--- src/cfb_params.svh ---
// Constants for the core/fabric boundary block
`ifndef CFB_PARAMS_SVH
`define CFB_PARAMS_SVH
`define CFB_READY_HOLD_CYCLES 6
`define CFB_CHANNELS 4
`define CFB_CPU_ADDR_W 7
`define CFB_CPU_DATA_W 8
`define CFB_RECOVERED_CLK_MHZ 77.76
`define CFB_RX_MARK_PERIOD 16
`endif

--- src/cfb_pkg.sv ---
// Types shared by the core/fabric boundary block
package cfb_pkg;
    typedef struct packed {
        logic [6:0] addr;
        logic rd_wr_n;
        logic cs_n;
        logic [7:0] wdata;
    } cfb_cpu_req_t;
    typedef struct packed {
        logic [7:0] rdata;
        logic int_n;
    } cfb_cpu_rsp_t;
    typedef enum logic [1:0] {
        CFB_ST_CONFIG,
        CFB_ST_HOLD,
        CFB_ST_READY
    } cfb_ready_state_t;
endpackage : cfb_pkg

--- src/cfb_ready_seq.sv ---
// Core-ready sequencer: holds the flag low after configuration
`timescale 1ns/100ps
`include "cfb_params.svh"
module cfb_ready_seq #(
    parameter int HOLD = `CFB_READY_HOLD_CYCLES
) (
    input wire logic clk_sys,
    input wire logic rstn,
    input wire logic config_done,
    output logic core_ready
);
    cfb_pkg::cfb_ready_state_t state;
    cfb_pkg::cfb_ready_state_t next_state;
    logic [3:0] count;
    logic [3:0] next_count;
    logic next_core_ready;

    // Next state of the hold sequence
    always_comb begin
        next_state = state;
        next_count = count;
        next_core_ready = 1'b0;
        unique case (state)
            cfb_pkg::CFB_ST_CONFIG: begin
                next_count = 4'h0;
                if (config_done) begin
                    next_state = cfb_pkg::CFB_ST_HOLD;
                end
            end
            cfb_pkg::CFB_ST_HOLD: begin
                next_count = count + 4'h1;
                if (count == 4'(HOLD - 1)) begin
                    next_state = cfb_pkg::CFB_ST_READY;
                    next_core_ready = 1'b1;
                end
            end
            cfb_pkg::CFB_ST_READY: begin
                next_core_ready = 1'b1;
            end
            // Unused code falls back to the configuration wait
            default: begin
                next_state = cfb_pkg::CFB_ST_CONFIG;
                next_count = 4'h0;
            end
        endcase
    end

    // Registers of the hold sequence
    always_ff @(posedge clk_sys) begin
        if (!rstn) begin
            state <= cfb_pkg::CFB_ST_CONFIG;
            count <= 4'h0;
            core_ready <= 1'b0;
        end else begin
            state <= next_state;
            count <= next_count;
            core_ready <= next_core_ready;
        end
    end
endmodule : cfb_ready_seq

--- src/cfb_boundary.sv ---
// Core/fabric boundary: host bridge, overhead link marks, frame marks
`timescale 1ns/100ps
`include "cfb_params.svh"
// What this block does
// Core-ready stays low during power-up and fabric configuration.
// After configuration ends, core-ready stays low six cycles then rises.
// Core-ready high means the core has left reset.
// Host bus source select 0 takes core pins, 1 takes the fabric bridge.
// A soft bit gates the receive overhead clock-qualify and frame mark.
// Channel A overhead enable is channel A enable AND its output drive.
// A receive overhead frame mark is given to the fabric.
// A receive overhead clock qualify tells the fabric when to sample.
// The alignment FIFO gives one frame mark for all four channels.
// Each channel gives its own recovered byte clock to the fabric.
// Fabric bridge drives address, strobe, select, data; gets data, irq.
// Fabric drives a transmit frame mark into the core.
// Fabric drives a receive frame mark into the core.
// Core reset resets only the core, never the fabric logic.
module cfb_boundary #(
    parameter int CHANNELS = `CFB_CHANNELS,
    parameter int MARK_PERIOD = `CFB_RX_MARK_PERIOD
) (
    input wire logic clk_sys,
    input wire logic rstn,
    input wire logic config_done,
    output logic core_ready,
    input wire logic host_bus_source_select,
    input wire cfb_pkg::cfb_cpu_req_t pin_cpu_req,
    output cfb_pkg::cfb_cpu_rsp_t pin_cpu_rsp,
    input wire cfb_pkg::cfb_cpu_req_t fabric_cpu_req,
    output cfb_pkg::cfb_cpu_rsp_t fabric_cpu_rsp,
    output cfb_pkg::cfb_cpu_req_t core_cpu_req,
    input wire cfb_pkg::cfb_cpu_rsp_t core_cpu_rsp,
    input wire logic rx_overhead_clk_pulse_gate,
    output logic rx_overhead_clk_pulse_gate_out,
    input wire logic chan_a_enable,
    input wire logic chan_a_drive_enable,
    output logic rx_overhead_enable_a,
    input wire logic rx_overhead_bit_valid,
    input wire logic rx_overhead_frame_start,
    output logic rx_overhead_link_clk_qualify,
    output logic rx_overhead_link_frame_mark,
    input wire logic [CHANNELS-1:0] chan_frame_found,
    output logic aligned_frame_mark,
    input wire logic [CHANNELS-1:0] recovered_clk_in,
    output logic [CHANNELS-1:0] recovered_byte_clk,
    input wire logic transmit_frame_mark,
    input wire logic receive_frame_mark,
    output logic core_transmit_frame_mark,
    output logic core_receive_frame_mark
);
    logic gate;
    logic next_gate;
    logic qualify;
    logic next_qualify;
    logic mark;
    logic next_mark;
    logic ena;
    logic next_ena;
    logic [CHANNELS-1:0] seen;
    logic [CHANNELS-1:0] next_seen;
    logic aligned;
    logic next_aligned;
    logic txm;
    logic next_txm;
    logic rxm;
    logic next_rxm;

    // Core-ready sequence after configuration
    cfb_ready_seq #(
        .HOLD(`CFB_READY_HOLD_CYCLES)
    ) u_ready (
        .clk_sys(clk_sys),
        .rstn(rstn),
        .config_done(config_done),
        .core_ready(core_ready)
    );

    // Host bus steering between core pins and fabric bridge
    always_comb begin
        core_cpu_req = host_bus_source_select ? fabric_cpu_req
                                              : pin_cpu_req;
        pin_cpu_rsp = '{rdata: 8'h00, int_n: 1'b1};
        fabric_cpu_rsp = '{rdata: 8'h00, int_n: 1'b1};
        if (host_bus_source_select) begin
            fabric_cpu_rsp = core_cpu_rsp;
        end else begin
            pin_cpu_rsp = core_cpu_rsp;
        end
    end

    // Gates an overhead input by the registered soft enable.
    // Used for both the clock qualify and the frame mark, so the
    // two outputs can never disagree about the gate.
    function automatic logic cfb_gate_in(
        input logic en,
        input logic sig
    );
        return en & sig;
    endfunction : cfb_gate_in

    // Next values of the overhead link group.
    // The gate is taken from the soft bit one cycle late; the
    // qualify and frame mark use the registered copy, so they
    // follow the soft bit two cycles after it rises.
    always_comb begin
        next_gate = rx_overhead_clk_pulse_gate;
        next_ena = chan_a_enable & chan_a_drive_enable;
        next_qualify = cfb_gate_in(gate, rx_overhead_bit_valid);
        next_mark = cfb_gate_in(gate, rx_overhead_frame_start);
    end

    // Registers of the overhead link group; fabric reset only
    always_ff @(posedge clk_sys) begin
        if (!rstn) begin
            gate <= 1'b0;
            ena <= 1'b0;
            qualify <= 1'b0;
            mark <= 1'b0;
        end else begin
            gate <= next_gate;
            ena <= next_ena;
            qualify <= next_qualify;
            mark <= next_mark;
        end
    end

    // Next values of the alignment group.
    // Each channel's found pulse is kept sticky until all four
    // have been seen; then one mark is given and the collection
    // starts again. A found pulse in the same cycle as the last
    // missing one still counts toward the current frame.
    always_comb begin
        next_seen = seen | chan_frame_found;
        next_aligned = 1'b0;
        if (&next_seen) begin
            next_aligned = 1'b1;
            next_seen = '0;
        end
    end

    // Registers of the alignment group; fabric reset only
    always_ff @(posedge clk_sys) begin
        if (!rstn) begin
            seen <= '0;
            aligned <= 1'b0;
        end else begin
            seen <= next_seen;
            aligned <= next_aligned;
        end
    end

    // Next values of the fabric frame mark group.
    // Both marks are retimed once on their way into the core so
    // the core sees them on a clean register output.
    always_comb begin
        next_txm = transmit_frame_mark;
        next_rxm = receive_frame_mark;
    end

    // Registers of the fabric frame mark group; fabric reset only
    always_ff @(posedge clk_sys) begin
        if (!rstn) begin
            txm <= 1'b0;
            rxm <= 1'b0;
        end else begin
            txm <= next_txm;
            rxm <= next_rxm;
        end
    end

    // Register copies driven out to the ports

    assign rx_overhead_clk_pulse_gate_out = gate;
    assign rx_overhead_enable_a = ena;
    assign rx_overhead_link_clk_qualify = qualify;
    assign rx_overhead_link_frame_mark = mark;
    assign aligned_frame_mark = aligned;
    assign core_transmit_frame_mark = txm;
    assign core_receive_frame_mark = rxm;

    // Per-channel recovered clocks passed out separately
    for (genvar i = 0; i < CHANNELS; i++) begin : g_clk
        assign recovered_byte_clk[i] = recovered_clk_in[i];
    end
endmodule : cfb_boundary

--- config.mk ---
export PLATFORM = sky130hd
export DESIGN_NAME = cfb_boundary
export DESIGN_NICKNAME = d
export VERILOG_FILES = /design/src/cfb_pkg.sv /design/src/cfb_ready_seq.sv /design/src/cfb_boundary.sv
export VERILOG_INCLUDE_DIRS = /design/src /design/src/src
export SDC_FILE = /design/constraint.sdc
export NUM_CORES = 1
export LEC_CHECK = 0
export BUFFER_PORTS_ARGS = -buffer_cell sky130_fd_sc_hd__buf_2
export CORE_MARGIN = 3
export CORE_UTILIZATION = 33
export DETAILED_ROUTE_END_ITERATION = 8
export HOLD_SLACK_MARGIN = 0.1
export MAX_ROUTING_LAYER = met4
export PLACE_DENSITY = 0.75
export SYNTH_ARGS = -nofsm -noshare
export SYNTH_HDL_FRONTEND = slang
export SYNTH_HIERARCHICAL = 1
export SYNTH_SLANG_ARGS = --single-unit
--- constraint.sdc ---
create_clock -name clk_sys -period 1.71 [get_ports clk_sys]
set_clock_uncertainty 0.2 [all_clocks]
set_input_delay 0.0855 -clock clk_sys [delete_from_list [all_inputs] [get_ports clk_sys]]
set_output_delay 0.0855 -clock clk_sys [all_outputs]
set_load 0.005 [all_outputs]
==> results of run 1 <==
-- state kept, by name (all words and copies together), names as in the netlist --
register	flops
aligned_frame_mark	1
core_receive_frame_mark	1
core_transmit_frame_mark	1
rx_overhead_clk_pulse_gate_out	1
rx_overhead_enable_a	1
rx_overhead_link_clk_qualify	1
rx_overhead_link_frame_mark	1
seen	4
u_ready/core_ready	1
u_ready/count	4
u_ready/state	2
-- what timing repair did --
action / CTS / global route
setup buffers: 0 / 0
resized for setup: 0 / 2
setup endpoints to repair: 0 / 4
hold endpoints to repair: 17 / 0
hold buffers: 26 / 0
-- stage by stage --
| step | hold slack [ps] | worst slack [ps] | util, % |
|---|---|---|---|
| 6_report | 240.0 | 47.76 | 60.79 |
| 5_1_grt | 262.0 | 13.22 | 60.79 |
| 4_1_cts | 245.2 | 110.2 | 60.63 |
| 3_5_place_dp | -28.97 | 133.5 | 51.23 |
| 3_3_place_gp | -28.97 | 196.7 | 51.23 |
| 2_1_floorplan | 12.79 | 250.8 | - |
-- metal layers --
metal | wire, µm | global-route usage (%)
met5 | 0 | -
met4 | 51 | 5.805
met3 | 225 | 1.560
met2 | 2127 | 37.50
met1 | 1245 | 18.12
-- final timing paths --
path	start	to
worst max-delay path	chan_frame_found[2]	seen[2]$_SDFF_PP0_
worst max register to register	u_ready/state[0]$_SDFFE_PN0P_	u_ready/state[1]$_SDFFE_PN0P_
worst min-delay path	core_cpu_rsp[0]	pin_cpu_rsp[0]
worst min register to register	u_ready/state[1]$_SDFFE_PN0P_	u_ready/state[1]$_SDFFE_PN0P_
-- worst max-delay path, cell delays in order --
cell	delay, ps
dlygate4sd3_1	550
buf_2	140
o21ai_0	240
dlygate4sd3_1	590
a21oi_1	40
-- cells in the mapped netlist --
cell type / n
a21oi_1: 5
a221oi_2: 1
and2_1: 11
and3_1: 4
buf_12: 1
buf_2: 1
buf_4: 4
buf_6: 2
clkbuf_1: 1
dfxtp_1: 18
ha_1: 6
inv_1: 4
mux2_2: 5
mux2_4: 12
mux2i_1: 2
nand2_1: 4
nand2b_1: 1
nand3b_1: 1
nand4b_1: 1
nor2_1: 4
nor2b_1: 11
nor3b_1: 1
o21ai_0: 4
o21ai_1: 1
o22a_1: 2
or2_1: 1
xnor2_1: 2
xor2_1: 1
-- layout by cell type (no fill, tap or decap) --
master | netlist | layout
o22a_1 | 2 | 2
nor2_1 | 4 | 4
inv_1 | 4 | 4
xor2_1 | 1 | 1
clkbuf_8 | 0 | 1
buf_4 | 4 | 2
ha_2 | 0 | 1
nand2b_1 | 1 | 1
and3_1 | 4 | 4
dfxtp_1 | 18 | 18
ha_1 | 6 | 5
mux2_4 | 12 | 12
clkbuf_4 | 0 | 4
nor2b_1 | 11 | 11
dlygate4sd3_1 | 0 | 26
mux2i_1 | 2 | 2
or2_1 | 1 | 1
a221oi_2 | 1 | 1
o21ai_0 | 4 | 4
mux2_2 | 5 | 5
and2_1 | 11 | 11
a21oi_1 | 5 | 5
xnor2_1 | 2 | 2
nand3b_1 | 1 | 1
nand4b_1 | 1 | 1
buf_2 | 1 | 99
nor3b_1 | 1 | 1
o21ai_1 | 1 | 1
nand2_1 | 4 | 4
-- kinds of logic after synthesis --
group	after synthesis	share of synthesized area, %
and+or+nand+nor	39	20.33
xor gates and xnor gates	3	2.334
muxes	19	22.78
adders and majority gates	6	6.666
buffers and inverters	13	8.554
AOI/OAI and AO/OA	13	7.333
DFF	18	32.00
-- power by group --
part	switching (W)	internal [W]	total (W)
Sequential	0.0000398	0.000466	0.000505
Combinational	0.000224	0.000292	0.000516
Clock	0.000134	0.000130	0.000263
Total	0.000397	0.000887	0.00128
-- layout make-up --
class / count / area, µm² / area share, %
inverter: 4 / 15.01 / 0.7833
timing repair buffer: 128 / 778.2 / 40.60
clock buffer: 4 / 36.28 / 1.893
tap: 44 / 55.05 / 2.872
sequential: 18 / 360.3 / 18.80
multi-input combinational: 80 / 671.9 / 35.05
==> flow_summary.ini, run 1 <==
[global_routing]
gr-usage-all-layers_pct = 18.43
first_global_vias = 1341
antenna_found_initial = 0
maximum_number_of_pins_on_one_net_before_global_route_repair = 19
globalRouteOverflowTotal = 0
first_pass_grt_wire_length_mm = 5.851

[power]
p_leak_nw = 1.023
post-layout-total-power_w = 0.001285
power.density_nw_per_um2 = 670.2
ir_worst_vdd_mv = 0.2785

[clock_tree]
cts.reportedPaths.clkPinSlew_ps = 110
library_cell_used_as_clock_root_buffer = clkbuf_4
clk_latency_ps = 290
clkSinkCount = 18
tritoncts = built
clock_tree.htree_level_count = 1
max-clock-path-buffers = 2
cts_made_buffers = 3

[worst_setup_path]
cp-end-kind = flip-flop
worst-setup-path-type = in2reg
cp_data_arrival_time_ps = 1650
timing.reg2reg.worst_path_depth = 4
worst_ep_required_time_ps = 1700
r2r_slack_ps = 150
worstSetupStartpointType = input port
path_max_fanout = 2

[cells_and_area]
finalNetCount = 303
n_fill_cell = 287
final_cells = 278
final_cell_area_um2 = 1917
synthToLayoutAreaGrowth_pct = 70.22
diodes = 0
post_route_cells_drive_above_1_share_pct = 53.42

[synth]
yosys.area.top_type = dfxtp_1
synthesis.instances = 111
synth_seq_area_share_pct = 32.00
syn-cell-area_um2 = 1126
ys_top_cells_by_area = dfxtp_1 (32%), mux2_4 (16%), ha_1 (6.7%)
ys_seq_elements = 18
mappedNetlistNets = 179
synth.yosys.warnings = 6
avgSynthCellArea_um2 = 10.14
top_area_cell_type_share_of_the_netlist_area_pct = 32.00
synth.lib_cells_used.distinct = 28

[run_status]
run_status = completed

[drt]
viasPerCell = 4.572
detailedRoute.firstPassIterationCount = 4
drc = 0
routed_wire_length_per_instance_um = 13.13
antenna_violating_nets_post_route = 0
drtIter0Drc = 42
route.final.wire_length_mm = 3.649
detailroute.via_count = 1271

[timing]
relSlewSlack_pct = 75.13
crit_share_post_route_pct = 97.21
setup_total_negative_slack_ps = 0
final-setup-viol-count = 0
final_worst_path_period_need_ps = 1662
report.final.slew_viol_count = 0
fmax_mhz = 601.6
grt_setup_unrepaired = no
timing_hold_violations_final = 0
tightest_slew_ps = 370.6

[job]
maxcap_viol_count = 0

[min_path]
min_delay_path_depth = 3
holdCritPathClass = in2out

[placed_design]
globalplace.congestion = 0.8091
place.detailed.instances = 248
port_buffers = 100
placed_cell_area_um2 = 1615
post-dp-hpwl_mm = 2.609

[die]
num_rows = 20
die_height_um = 64.42
die-width_um = 64.42
placeableCoreArea_um2 = 3153
floorplan.initialDensity_pct = 35.71
pin_count = 109
fp.dieArea_um2 = 4149
Note: power is estimated with default switching activity, not from simulation.
==> run 2: changes to the inputs <==
--- a/config.mk
+++ b/config.mk
@@ -9,9 +9,10 @@
 export BUFFER_PORTS_ARGS = -buffer_cell sky130_fd_sc_hd__buf_2
 export CORE_MARGIN = 3
-export CORE_UTILIZATION = 33
+export CORE_UTILIZATION = 30
 export DETAILED_ROUTE_END_ITERATION = 8
 export HOLD_SLACK_MARGIN = 0.1
 export MAX_ROUTING_LAYER = met4
-export PLACE_DENSITY = 0.75
+export PLACE_DENSITY = 0.69
+export SETUP_SLACK_MARGIN = 0.3
 export SYNTH_ARGS = -nofsm -noshare
 export SYNTH_HDL_FRONTEND = slang
--- a/constraint.sdc
+++ b/constraint.sdc
@@ -3,3 +3,3 @@
 set_input_delay 0.0855 -clock clk_sys [delete_from_list [all_inputs] [get_ports clk_sys]]
 set_output_delay 0.0855 -clock clk_sys [all_outputs]
-set_load 0.005 [all_outputs]
+set_load 0.01 [all_outputs]
==> run 2 against run 1 <==
Effect of this change: final cell count down 1.4%; critical path depth down 1; wire length decreased by 2.5%; flip-flop and latch count did not move; worst setup slack better by 250 ps; clock power is 32% higher; die area rose by 9.0%; critical path type is now reg2reg; combinational power rose by 29%; largest cell class unchanged; global-route usage down 3.1 points; worst hold slack gained 25 ps; sequential power up 2%; core utilization shrank 5.1 points.
==> flow_summary.ini, run 2 (synthesis gave the netlist of run 1 again) <==
[drt]
route.final.wire_length_mm = 3.557
detailedRoute.firstPassIterationCount = 4
antenna_violating_nets_post_route = 0
drtIter0Drc = 64
routed_wire_length_per_instance_um = 12.98
detailroute.via_count = 1186
drc = 0
viasPerCell = 4.328

[die]
pin_count = 109
placeableCoreArea_um2 = 3468
num_rows = 21
fp.dieArea_um2 = 4525
die-width_um = 67.27
floorplan.initialDensity_pct = 32.47
die_height_um = 67.27

[timing]
timing_hold_violations_final = 0
grt_setup_unrepaired = yes
crit_share_post_route_pct = 82.82
setup_total_negative_slack_ps = 0
fmax_mhz = 706.1
final_worst_path_period_need_ps = 1416
tightest_slew_ps = 484.7
relSlewSlack_pct = 67.68
final-setup-viol-count = 0
report.final.slew_viol_count = 0

[job]
maxcap_viol_count = 0

[global_routing]
antenna_found_initial = 0
maximum_number_of_pins_on_one_net_before_global_route_repair = 19
globalRouteOverflowTotal = 0
first_global_vias = 1210
gr-usage-all-layers_pct = 15.36
first_pass_grt_wire_length_mm = 5.223

[placed_design]
globalplace.congestion = 0.7684
port_buffers = 100
placed_cell_area_um2 = 1613
post-dp-hpwl_mm = 2.566

[cells_and_area]
leading_cell_types_in_the_layout_fill_and_taps_excluded = buf_2 (100), dlygate4sd3_1 (17), dfxtp_1 (14), mux2_4 (12)
synthToLayoutAreaGrowth_pct = 71.44
diodes = 0
layout_top_registers = seen (4), u_ready/count (4), u_ready/state (2)
finalNetCount = 297
n_fill_cell = 330
final_cell_area_um2 = 1931
post_route_cells_drive_above_1_share_pct = 60.53
mostFrequentLayoutCell = buf_2

[power]
power.density_nw_per_um2 = 789.7
p_leak_nw = 1.013
ir_worst_vdd_mv = 0.3849

[clock_tree]
clk_latency_ps = 250
clkSinkCount = 18
library_cell_used_as_clock_root_buffer = clkbuf_8
max-clock-path-buffers = 2
cts.reportedPaths.clkPinSlew_ps = 70
clock_tree.htree_level_count = 1
cts_made_buffers = 3
tritoncts = built

[worst_setup_path]
worst_ep_required_time_ps = 1690
cp-end-kind = flip-flop
path_max_fanout = 3
cp_data_arrival_time_ps = 1390
worstSetupStartpointType = flip-flop
worst-setup-path-type = reg2reg

[run_status]
run_status = completed

[min_path]
holdCritPathClass = in2out
run 2: cell types whose count changed in the layout (fill, tap and decap cells not counted), moves of 2 or more:
cell / before / now
ha_4: 0 / 2
inv_2: 0 / 2
dfxtp_1: 18 / 14
dlygate4sd3_1: 26 / 17
clkbuf_4: 4 / 0
clkbuf_8: 1 / 4
dfxtp_2: 0 / 3
inv_1: 4 / 2
ha_1: 5 / 2
buf_4: 2 / 4
run 2: worst paths after layout:
path | depth (start not counted) | slack, ps | to | from
min reg2reg | 1 | 300 | rx_overhead_link_frame_mark$_SDFF_PN0_ | rx_overhead_clk_pulse_gate_out$_SDFF_PN0_
max | 4 | 290 | u_ready/state[0]$_SDFFE_PN0P_ | u_ready/state[1]$_SDFFE_PN0P_
min | 3 | 260 | pin_cpu_rsp[0] | core_cpu_rsp[0]
max reg2reg | 4 | 290 | u_ready/state[0]$_SDFFE_PN0P_ | u_ready/state[1]$_SDFFE_PN0P_
run 2: per-layer routing:
metal | share of wire, % | up-vias | track usage, % | wire length, µm
li1 | - | 601 | - | -
met1 | 36 | 523 | 16.28 | 1295
met2 | 57 | 60 | 30.18 | 2010
met3 | 6.5 | 2 | 1.830 | 232
met4 | 0.53 | 0 | 3.038 | 19
met5 | 0 | - | - | 0
run 2: layout make-up:
cell class | instances | area (µm²) | share of cell area [%]
repair buffers | 122 | 720.7 | 37.33
multi-input cells | 80 | 714.4 | 37.01
flip-flops and latches | 18 | 367.9 | 19.05
well taps | 46 | 57.56 | 2.981
clock buffers | 4 | 55.05 | 2.852
inverters | 4 | 15.01 | 0.7777
run 2: critical path: stages, from the launching register on:
cell and delay [ps]:
dfxtp_2 350, inv_1 80, ha_2 210, a221oi_4 300
mux2i_1 200
run 2: through the flow:
step	instances	utilization [%]	total power, W	worst slack (ps)	hold WS, ps
after floorplan	111	-	0.0008326	306.5	12.79
after global placement	249	46.50	0.0009776	249.6	-28.93
after detailed placement	249	46.50	0.0009872	200.5	-28.93
after CTS	273	54.26	0.001445	297.2	269.6
after global routing	274	55.66	0.001629	234.0	287.1
final	274	55.66	0.001525	293.8	264.7
run 2: repair_timing:
item                       CTS  global route
pin swaps                    1             1
setup buffers                3             1
hold buffers                17             0
resized for setup            8             6
setup endpoints to repair    7             7
hold endpoints to repair    17             0
run 2: power breakdown:
part	switching [W]	internal (W)
sequential	0.0000381	0.000477
combinational	0.000295	0.000368
clock	0.000141	0.000204
total	0.000475	0.00105
==> run 3: changes to the inputs <==
Settings changed: ABC_AREA set to 1.
Clock period 1.71 ns to 1.4 ns, I/O delays scaled along.
==> run 3 against run 2 <==
Effect of this change: design area is 4.2% higher; combinational power increased by 34%; core utilization up 1.5 points; maximum frequency rose by 11%; the run now ends with negative hold slack left; critical endpoint unchanged; largest cell class unchanged; register-to-register slack worse by 180 ps; largest power group unchanged; power up 29%; sequential share of layout area fell by 0.65 points; first-iteration DRC count shrank 59%.
==> flow_summary.ini, run 3 <==
[run_status]
run_status = finished with violations
violations = negative hold slack

[timing]
final_worst_path_period_need_ps = 1282
relSlewSlack_pct = 86.76
report.final.slew_viol_count = 0
tightest_slew_ps = 197.6
setup_total_negative_slack_ps = 0
timing_hold_violations_final = 13
final_hold_slack_ps = -143.3
crit_share_post_route_pct = 91.55
grt_setup_unrepaired = yes
final-setup-viol-count = 0
fmax_mhz = 780.3

[cells_and_area]
diodes = 0
leading_cell_types_in_the_layout_fill_and_taps_excluded = buf_2 (98), inv_1 (27), nor2_1 (26), nand2_1 (23), dfxtp_1 (14)
multi_input_comb_area_um2 = 675.6
layout_top_registers = seen (4), u_ready/count (4), u_ready/state (2)
post_route_cells_drive_above_1_share_pct = 56.49
seq_area_um2 = 370.4
mostFrequentLayoutCell = buf_2
synthToLayoutAreaGrowth_pct = 73.46
n_fill_cell = 328
finalNetCount = 331

[die]
floorplan.initialDensity_pct = 32.94
die_height_um = 68.18
fp.dieArea_um2 = 4649
placeableCoreArea_um2 = 3521
pin_count = 109
num_rows = 21
die-width_um = 68.18

[drt]
drc = 0
drtIter0Drc = 26
antenna_violating_nets_post_route = 0
viasPerCell = 4.123
route.final.wire_length_mm = 3.296
routed_wire_length_per_instance_um = 10.70
detailedRoute.firstPassIterationCount = 4
detailroute.via_count = 1270

[power]
post-layout-total-power_w = 0.001968
ir_worst_vdd_mv = 0.7321
p_leak_nw = 1.163
power.density_nw_per_um2 = 978.2

[synth]
mappedNetlistNets = 216
ys_top_cells_by_area = dfxtp_1 (31%), mux2_4 (14%), inv_1 (9.4%)
synth.yosys.warnings = 6
synthFlopType = dfxtp_1
synth.lib_cells_used.distinct = 20
dominant_combinational_cell_family_by_area_after_synthesis = simple AND/OR/NAND/NOR gates
avgSynthCellArea_um2 = 7.837
synthesis.instances = 148
ys_seq_elements = 18
xor_xnor_portion_of_the_synthesized_cell_area_pct = 0
synth_seq_area_share_pct = 31.07
synthArstFlopShare_pct = 0
number_of_flops_mapped_to_enable_cells_by_yosys = 0
ys_top_cells_by_count = inv_1 (29), nor2_1 (29), nand2_1 (24), dfxtp_1 (18), mux2_4 (11)
yosys.area.top_type = dfxtp_1
post_synth_and_or_nand_nor_area_fraction_pct = 21.25
syn-cell-area_um2 = 1160
synth-compound-area-share_pct = 3.883
adder_cell_area_share_of_the_yosys_netlist_pct = 6.472
top_area_cell_type_share_of_the_netlist_area_pct = 31.07
yosys-mux-area-fraction_pct = 20.06

[worst_setup_path]
cp-end-kind = flip-flop
path_max_fanout = 5
critical_path.slowest_cell = dfxtp_4
timing.reg2reg.worst_path_depth = 6
timing.critical_path.to = u_ready/state[0]$_SDFFE_PN0P_
worst-setup-path-type = reg2reg
crit_start = u_ready/state[0]$_SDFFE_PN0P_
cp_data_arrival_time_ps = 1230
critical-path-max-stage-delay_ps = 390
worst_ep_required_time_ps = 1350
reg2reg_to = u_ready/state[0]$_SDFFE_PN0P_
worstPathCellList = inv_4, ha_4, a21oi_4, nand3_1, nand2_1, nor2_1
r2r_slack_ps = 120
worst_r2r_startpoint = u_ready/state[0]$_SDFFE_PN0P_
worstSetupStartpointType = flip-flop

[global_routing]
first_pass_grt_wire_length_mm = 4.657
globalRouteOverflowTotal = 0
antenna_found_initial = 0
maximum_number_of_pins_on_one_net_before_global_route_repair = 15
groute.layer.met2.usage_pct = 25.63
first_global_vias = 1106
gr-usage-met3_pct = 4.269
gr-usage-all-layers_pct = 13.70
grt_busiest_layer = met2
use_met1_pct = 13.37

[clock_tree]
cts.reportedPaths.clkPinSlew_ps = 60
clock_tree.htree_level_count = 1
cts_made_buffers = 3
library_cell_used_as_clock_root_buffer = clkbuf_8
tritoncts = built
max-clock-path-buffers = 2
clkSinkCount = 18
clk_latency_ps = 250
hold_buffers = 12

[min_path]
holdCritPathClass = in2reg

[placed_design]
globalplace.congestion = 0.8773
post-dp-hpwl_mm = 2.560
port_buffers = 100

[job]
maxcap_viol_count = 0
run 3: cell count changes after synthesis, moves of 4 or more:
cell     before  now
inv_1         4   29
nor2_1        4   29
nand2_1       4   24
and2_1       11    0
nor2b_1      11    0
o21ai_0       4    0
run 3: logic make-up (layout without fill, tap and decap cells):
kind of cell,count (synthesis),count (layout)
and+or+nand+nor,61,61
buffers and inverters,39,153
DFF,18,18
muxes,17,17
AOI/OAI and AO/OA,7,7
adders and majority gates,6,6
run 3: routing by layer:
layer  part of all wire [%]  up-vias
li1                       -      669
met1                     38      545
met2                     52       52
met3                    8.6        4
met4                   0.94        0
met5                      0        -
run 3: through the flow:
stage | std cells | worst slack (ps) | util, % | area (µm²)
floorplan | 148 | 201.8 | - | 1232
global placement | 288 | 148.3 | 49.25 | 1734
detailed placement | 288 | 121.7 | 49.25 | 1734
CTS | 306 | 132.9 | 55.40 | 1951
global route | 308 | 49.95 | 57.14 | 2012
finish | 308 | 118.4 | 57.14 | 2012
run 3: cell type report:
class	count	share of cell area, %
flip-flops and latches	18	18.41
well taps	46	2.861
multi-input cells	91	33.58
clock buffers	4	2.736
inverters	31	6.032
repair buffers	118	36.38
run 3: critical path, delay by kind of cell, from the launching register on:
family / cells / cell delay [ps]
and+or+nand+nor: 3 / 190
DFF: 1 / 390
AOI/OAI and AO/OA: 1 / 150
buffers and inverters: 1 / 50
adders and majority gates: 1 / 180
run 3: how the worst min path moves through the flow:
stage	startpoint	end	slack [ps]	cells after the start
2_1_floorplan	rstn	core_receive_frame_mark$_SDFF_PN0_	-40	2
5_1_grt	chan_frame_found[3]	seen[3]$_SDFF_PP0_	-130	3
3_5_place_dp	recovered_clk_in[0]	recovered_byte_clk[0]	-60	0
3_3_place_gp	recovered_clk_in[0]	recovered_byte_clk[0]	-60	0
6_report	chan_frame_found[3]	seen[3]$_SDFF_PP0_	-140	3
4_1_cts	chan_frame_found[3]	seen[3]$_SDFF_PP0_	-150	3
run 3: what timing repair did:
action,4_1_cts,5_1_grt
pin swaps,0,1
gates resized for setup,1,13
endpoints found under the setup margin,13,28
setup buffers,1,1
hold endpoints to repair,22,15
gates cloned,1,1
run 3: power breakdown:
group / switching (W) / internal [W]
Sequential: 0.0000786 / 0.000596
Clock: 0.000156 / 0.000249
Combinational: 0.000433 / 0.000455
Total: 0.000668 / 0.00130
